$ cat src/common/gdhs_pkg.sv
// package: register map, field layout and reset values for the high-side drive config bank
package gdhs_pkg;
    localparam int ADDR_W = 4;
    localparam int DATA_W = 11;

    // register addresses of the configuration space
    localparam logic [3:0] DRV_CTRL_ADDR = 4'h2;
    localparam logic [3:0] HS_CFG_ADDR   = 4'h3;

    // high-side drive config field positions
    localparam int LOCK_MSB = 10;
    localparam int LOCK_LSB = 8;
    localparam int SRC_MSB  = 7;
    localparam int SRC_LSB  = 4;
    localparam int SNK_MSB  = 3;
    localparam int SNK_LSB  = 0;

    // driver control action bits
    localparam int CLR_BIT   = 0;
    localparam int BRAKE_BIT = 1;
    localparam int COAST_BIT = 2;

    // lock codes and reset values
    localparam logic [2:0]  LOCK_CODE       = 3'h6;
    localparam logic [2:0]  UNLOCK_CODE     = 3'h3;
    localparam logic [3:0]  SRC_RST         = 4'hf;
    localparam logic [3:0]  SNK_RST         = 4'hf;
    localparam logic [10:0] DRV_CTRL_RST    = 11'h000;

    // one register access from the serial port front end
    typedef struct packed {
        logic              wr;
        logic              rd;
        logic [ADDR_W-1:0] addr;
        logic [DATA_W-1:0] data;
    } gdhs_req_t;

    // settings applied to the gate drivers
    typedef struct packed {
        logic [3:0] src_code;
        logic [3:0] snk_code;
        logic [9:0] src_ma;
        logic       brake;
        logic       coast;
    } gdhs_drive_t;
endpackage

$ cat src/verilog/gdhs_config_lock.sv
// high-side gate drive config register with write lock and driver control action bits
//
// Operation
// - lock code 110b blocks other writes except the brake, coast and clear-fault bits
// - unlocked, other lock codes leave the lock off; the source and sink codes are still written
// - code 011b unlocks; lock resets to 011b
// - locked, codes other than 011b ignored
// - source code bits 7-4, reset 1111b, monotonic
// - this register sits at address 0x03
// - clear-fault bit writable locked, self-clears
`timescale 1ns/1ps
`default_nettype none

module gdhs_config_lock (
    // clock and reset
    input  wire logic                 i_clk,
    input  wire logic                 i_sys_rst,
    // register access from the serial port
    input  wire gdhs_pkg::gdhs_req_t  i_req,
    output logic [10:0]               o_rdata,
    output logic                      o_rvalid,
    // write strobe passed on to registers held elsewhere
    output logic                      o_ext_wr,
    output logic [3:0]                o_ext_addr,
    output logic [10:0]               o_ext_data,
    // device state
    output logic                      o_locked,
    output logic                      o_clear_faults,
    output gdhs_pkg::gdhs_drive_t     o_drive
);
    import gdhs_pkg::*;

    // source current in mA per code; only ever rises with the code
    function automatic logic [9:0] src_ma(input logic [3:0] code);
        case (code)
            4'h0:    src_ma = 10'h00a;
            4'h1:    src_ma = 10'h01e;
            4'h2:    src_ma = 10'h03c;
            4'h3:    src_ma = 10'h050;
            4'h4:    src_ma = 10'h078;
            4'h5:    src_ma = 10'h08c;
            4'h6:    src_ma = 10'h0aa;
            4'h7:    src_ma = 10'h0be;
            4'h8:    src_ma = 10'h104;
            4'h9:    src_ma = 10'h14a;
            4'ha:    src_ma = 10'h172;
            4'hb:    src_ma = 10'h1b8;
            4'hc:    src_ma = 10'h23a;
            4'hd:    src_ma = 10'h2a8;
            4'he:    src_ma = 10'h334;
            default: src_ma = 10'h3e8;
        endcase
    endfunction

    logic        locked_reg,   locked_next;
    logic [3:0]  src_reg,      src_next;
    logic [3:0]  snk_reg,      snk_next;
    logic [10:0] ctrl_reg,     ctrl_next;
    logic        clr_reg,      clr_next;
    logic [10:0] rdata_reg,    rdata_next;
    logic        rvalid_reg,   rvalid_next;
    logic        ext_wr_reg,   ext_wr_next;
    logic [3:0]  ext_addr_reg, ext_addr_next;
    logic [10:0] ext_data_reg, ext_data_next;
    logic [2:0]  wr_lock;
    logic        wr_hs_cfg;
    logic        wr_drv_ctrl;
    logic        wr_outside;

    // decode of the write presented this cycle
    assign wr_lock     = i_req.data[LOCK_MSB:LOCK_LSB];
    assign wr_hs_cfg   = i_req.wr && (i_req.addr == HS_CFG_ADDR);
    assign wr_drv_ctrl = i_req.wr && (i_req.addr == DRV_CTRL_ADDR);
    assign wr_outside  = i_req.wr && !wr_hs_cfg && !wr_drv_ctrl;

    // lock state
    always_comb begin
        locked_next = locked_reg;
        if (wr_hs_cfg) begin
            // lock field is always writable; codes outside the pair do nothing
            if (!locked_reg && wr_lock == LOCK_CODE) begin
                locked_next = 1'b1;
            end
            if (locked_reg && wr_lock == UNLOCK_CODE) begin
                locked_next = 1'b0;
            end
        end
    end

    always_ff @(posedge i_clk) begin
        if (i_sys_rst) begin
            locked_reg <= 1'b0;
        end else begin
            locked_reg <= locked_next;
        end
    end

    // drive codes; gated by the old lock state, so a locking write still lands them
    always_comb begin
        src_next = src_reg;
        snk_next = snk_reg;
        if (wr_hs_cfg && !locked_reg) begin
            src_next = i_req.data[SRC_MSB:SRC_LSB];
            snk_next = i_req.data[SNK_MSB:SNK_LSB];
        end
    end

    always_ff @(posedge i_clk) begin
        if (i_sys_rst) begin
            src_reg <= SRC_RST;
            snk_reg <= SNK_RST;
        end else begin
            src_reg <= src_next;
            snk_reg <= snk_next;
        end
    end

    // driver control bits
    always_comb begin
        ctrl_next = ctrl_reg;
        if (wr_drv_ctrl) begin
            // action bits stay live under lock so a locked part can still be stopped
            ctrl_next[COAST_BIT] = i_req.data[COAST_BIT];
            ctrl_next[BRAKE_BIT] = i_req.data[BRAKE_BIT];
            if (!locked_reg) begin
                ctrl_next[10:3] = i_req.data[10:3];
            end
        end
    end

    always_ff @(posedge i_clk) begin
        if (i_sys_rst) begin
            ctrl_reg <= DRV_CTRL_RST;
        end else begin
            ctrl_reg <= ctrl_next;
        end
    end

    // clear-fault pulse; never stored, so it returns to 0 by itself
    always_comb begin
        clr_next = wr_drv_ctrl && i_req.data[CLR_BIT];
    end

    always_ff @(posedge i_clk) begin
        if (i_sys_rst) begin
            clr_reg <= 1'b0;
        end else begin
            clr_reg <= clr_next;
        end
    end

    // writes for registers held elsewhere, passed on only while unlocked
    always_comb begin
        ext_wr_next   = 1'b0;
        ext_addr_next = ext_addr_reg;
        ext_data_next = ext_data_reg;
        if (wr_outside && !locked_reg) begin
            ext_wr_next   = 1'b1;
            ext_addr_next = i_req.addr;
            ext_data_next = i_req.data;
        end
    end

    always_ff @(posedge i_clk) begin
        if (i_sys_rst) begin
            ext_wr_reg   <= 1'b0;
            ext_addr_reg <= 4'h0;
            ext_data_reg <= 11'h000;
        end else begin
            ext_wr_reg   <= ext_wr_next;
            ext_addr_reg <= ext_addr_next;
            ext_data_reg <= ext_data_next;
        end
    end

    // read strobe
    always_comb begin
        rvalid_next = i_req.rd;
    end

    always_ff @(posedge i_clk) begin
        if (i_sys_rst) begin
            rvalid_reg <= 1'b0;
        end else begin
            rvalid_reg <= rvalid_next;
        end
    end

    // read data; a read beside a write in one cycle sees the state before that write
    always_comb begin
        rdata_next = rdata_reg;
        if (i_req.rd) begin
            case (i_req.addr)
                HS_CFG_ADDR: begin
                    rdata_next = {(locked_reg ? LOCK_CODE : UNLOCK_CODE), src_reg, snk_reg};
                end
                DRV_CTRL_ADDR: begin
                    // clear bit always reads back 0
                    rdata_next = {ctrl_reg[10:1], 1'b0};
                end
                default: begin
                    rdata_next = 11'h000;
                end
            endcase
        end
    end

    always_ff @(posedge i_clk) begin
        if (i_sys_rst) begin
            rdata_reg <= 11'h000;
        end else begin
            rdata_reg <= rdata_next;
        end
    end

    assign o_rdata          = rdata_reg;
    assign o_rvalid         = rvalid_reg;
    assign o_ext_wr         = ext_wr_reg;
    assign o_ext_addr       = ext_addr_reg;
    assign o_ext_data       = ext_data_reg;
    assign o_locked         = locked_reg;
    assign o_clear_faults   = clr_reg;
    assign o_drive.src_code = src_reg;
    assign o_drive.snk_code = snk_reg;
    assign o_drive.src_ma   = src_ma(src_reg);
    assign o_drive.brake    = ctrl_reg[BRAKE_BIT];
    assign o_drive.coast    = ctrl_reg[COAST_BIT];

endmodule

`default_nettype wire

$ cat config.mk
export PLATFORM = sky130hd
export DESIGN_NAME = gdhs_config_lock
export DESIGN_NICKNAME = d
export VERILOG_FILES = /design/src/common/gdhs_pkg.sv /design/src/verilog/gdhs_config_lock.sv
export SDC_FILE = /design/constraint.sdc
export NUM_CORES = 1
export LEC_CHECK = 0
export ABC_AREA = 0
export BUFFER_PORTS_ARGS = -buffer_cell sky130_fd_sc_hd__buf_2
export CORE_ASPECT_RATIO = 0.75
export CORE_UTILIZATION = 46
export CTS_CLUSTER_DIAMETER = 60
export CTS_CLUSTER_SIZE = 30
export DETAILED_ROUTE_END_ITERATION = 12
export MAX_ROUTING_LAYER = met4
export PLACE_DENSITY = 0.82
export SYNTH_ARGS = -nofsm -noshare
export SYNTH_HDL_FRONTEND = slang
export SYNTH_SLANG_ARGS = --single-unit
$ cat constraint.sdc
create_clock -name i_clk -period 1.95 [get_ports i_clk]
set_clock_uncertainty 0.05 [all_clocks]
set_input_delay 0 -clock i_clk [delete_from_list [all_inputs] [get_ports i_clk]]
set_output_delay 0 -clock i_clk [all_outputs]
set_load 0.05 [all_outputs]
==> results.ini <==
[clock_tree]
h-tree-depth=3
cts_buffer_depth=2
numCtsBuffers=9
clock-root-buffer=clkbuf_8
clk_latency_ns=0.34
cts_sinks=57
clkTransAtPathRegs_ns=0.07
cts_tree=built

[sta]
hold_viol=0
slew_headroom_pct=56.6
finalCritPeriodShare_pct=95.6
whs_ns=0.0176
finalSetupViolations=0
slew_violations=0
finalCriticalPeriod_ns=1.86
tightest_slew_ns=0.643
fmax_mhz=536

[power_and_ir_drop]
p_per_area_nw_per_um2=867
ir_drop_mv=0.592
total_power_mw=2.82
p_leak_nw=1.38

[logic_synthesis]
synth_area_leaders=dfxtp_1 (47%), nand2_1 (8.1%), a21oi_1 (5.8%)
yosys_register_bits=57
synthDistinctLibCells=42
yosysSeqAreaShare_pct=47.3
synth_nets=311
synthFlopType=dfxtp_1
syn_avg_cell_area_um2=8.53
synthArstFlopShare_pct=0
netlist_area_um2=2410
yosys.area.top_type=dfxtp_1
synthCells=283
synth_top_cells_by_count=dfxtp_1 (57), nand2_1 (52), a21oi_1 (28)
synth_top_area_share_pct=47.3
yosysWarnings=0
synth_edf_count=0
synth.most_common_cell=dfxtp_1

[die]
placementRows=22
die_area_um2=5550
die_w_um=85.7
die_h_um=64.7
start_util_pct=48.5
pin_count=69
core_area_um2=4980

[detailed_routing]
firstDrtPassIters=4
drt_iter0_drc=216
viasPerCell=5.35
vias=2404
routed_wl_um=6630
wl_per_cell_um=14.8
drcViolationCount=0
final_antenna_net_count=0

[global_routing]
grt_pass1_wl_um=10800
overflow=0
grt_pass1_vias=2265
grt_max_degree=25
grt_use_total_pct=26.3
antenna_found_initial=0

[run]
drv_cap=0

[layout]
area_growth_pct=34.7
drive_above_1_share_pct=28.9
nNetsFinal=400
antenna_cells=0
design_area_um2=3250

[critical_path]
end_kind=flop
worst_ep_required_time_ns=2.19
endpoint=o_drive[8]$_DFF_P_
r2r_slack_ns=0.09
crit_path_start_kind=flop
r2r_cells=9
critPathArrivalTime_ns=2.10
setup.worst_path.start=o_locked$_SDFFE_PP0P_
worstReg2RegStart=o_locked$_SDFFE_PP0P_
reg2reg_to=o_drive[8]$_DFF_P_
path_max_fanout=7
critPathKind=reg2reg

[placement]
portBuffers=67
dp_hpwl_um=4360
placed_area_um2=2850
gp_congestion=0.892

[hold_path]
min_path_type=in2reg

[status]
status=finished clean

-- routing by layer --
metal	vias to the layer above	GRT usage, %	wire length, um
li1	1164	-	-
met1	1108	35.2	2950
met2	114	36.6	2950
met3	18	7.13	554
met4	0	13.1	168
met5	-	-	0
-- layout by cell type, fill, tap and decap left out, drive strengths merged, types with 2 or more instances in the layout --
cell type    instances
dfxtp               57
clkbuf              12
dlygate4sd3         16
a21oi               28
nand3b               8
inv                  9
nand2b               3
o41ai                3
nor3b                4
nor2                25
buf                 82
and3                 2
clkinvlp             2
a211oi              12
nor2b                2
nand3               14
o21ai                4
nand2               53
nor4b                2
a22oi               11
ha                   9
a2bb2oi              2
-- cell families after synthesis --
logic type,count (synthesis),share of synthesized area (%)
AOI/OAI and AO/OA,67,18.6
adders and majority gates,9,4.66
buffers and inverters,29,5.54
DFF,57,47.3
other,1,0.155
and+or+nand+nor,120,23.8
-- area by class of cell --
cell class | instances | area (um^2)
timing repair buffer | 98 | 608
clock buffer | 12 | 165
inverter | 9 | 33.8
tap | 72 | 90.1
sequential | 57 | 1140
clock inverter | 4 | 50.0
fill | 411 | 1730
multi-input combinational | 197 | 1160
-- power by group --
group | internal [mW] | switching [mW]
Sequential | 1.21 | 0.0231
Clock | 0.691 | 0.475
Combinational | 0.124 | 0.298
Total | 2.02 | 0.796
-- what timing repair did --
action	4_1_cts	5_1_grt
buffers inserted	1	2
hold endpoints to repair	33	0
pin swaps	1	1
hold buffers	16	0
setup endpoints to repair	1	4
gates resized for setup	0	1
-- critical path, stage by stage (launching register included) --
cell and delay (ns):
dfxtp_4 0.36, nor2b_1 0.18, nand2_2 0.16, nand2_1 0.13, nand3b_1 0.15, inv_2 0.15, ha_1 0.23, inv_1 0.05
a32oi_1 0.19, o31a_1 0.15
-- through the flow --
step / std cells / worst slack [ns] / setup TNS (ns) / util (%)
detailed placement: 414 / -0.0391 / -0.0391 / 57.3
floorplan: 283 / 0.0264 / 0 / -
finish: 449 / 0.0856 / 0 / 65.3
CTS: 447 / 0.00959 / 0 / 65.0
global placement: 414 / 0.101 / 0 / 57.3
global route: 449 / -0.00758 / -0.0140 / 65.3
-- worst min-delay path by stage --
stage	start	cells past startpoint	slack [ns]	to
2_1_floorplan	i_sys_rst	2	0.05	src_reg[2]$_SDFFE_PP1N_
3_3_place_gp	i_req[0]	3	0.21	snk_reg[0]$_SDFFE_PP1N_
3_5_place_dp	i_req[1]	3	0.21	snk_reg[1]$_SDFFE_PP1N_
4_1_cts	i_sys_rst	2	0.003	ctrl_reg[10]$_SDFFE_PP0P_
5_1_grt	i_sys_rst	2	0.004	ctrl_reg[10]$_SDFFE_PP0P_
6_report	i_sys_rst	2	0.02	ctrl_reg[10]$_SDFFE_PP0P_
Power figures use the tool's default switching activity.
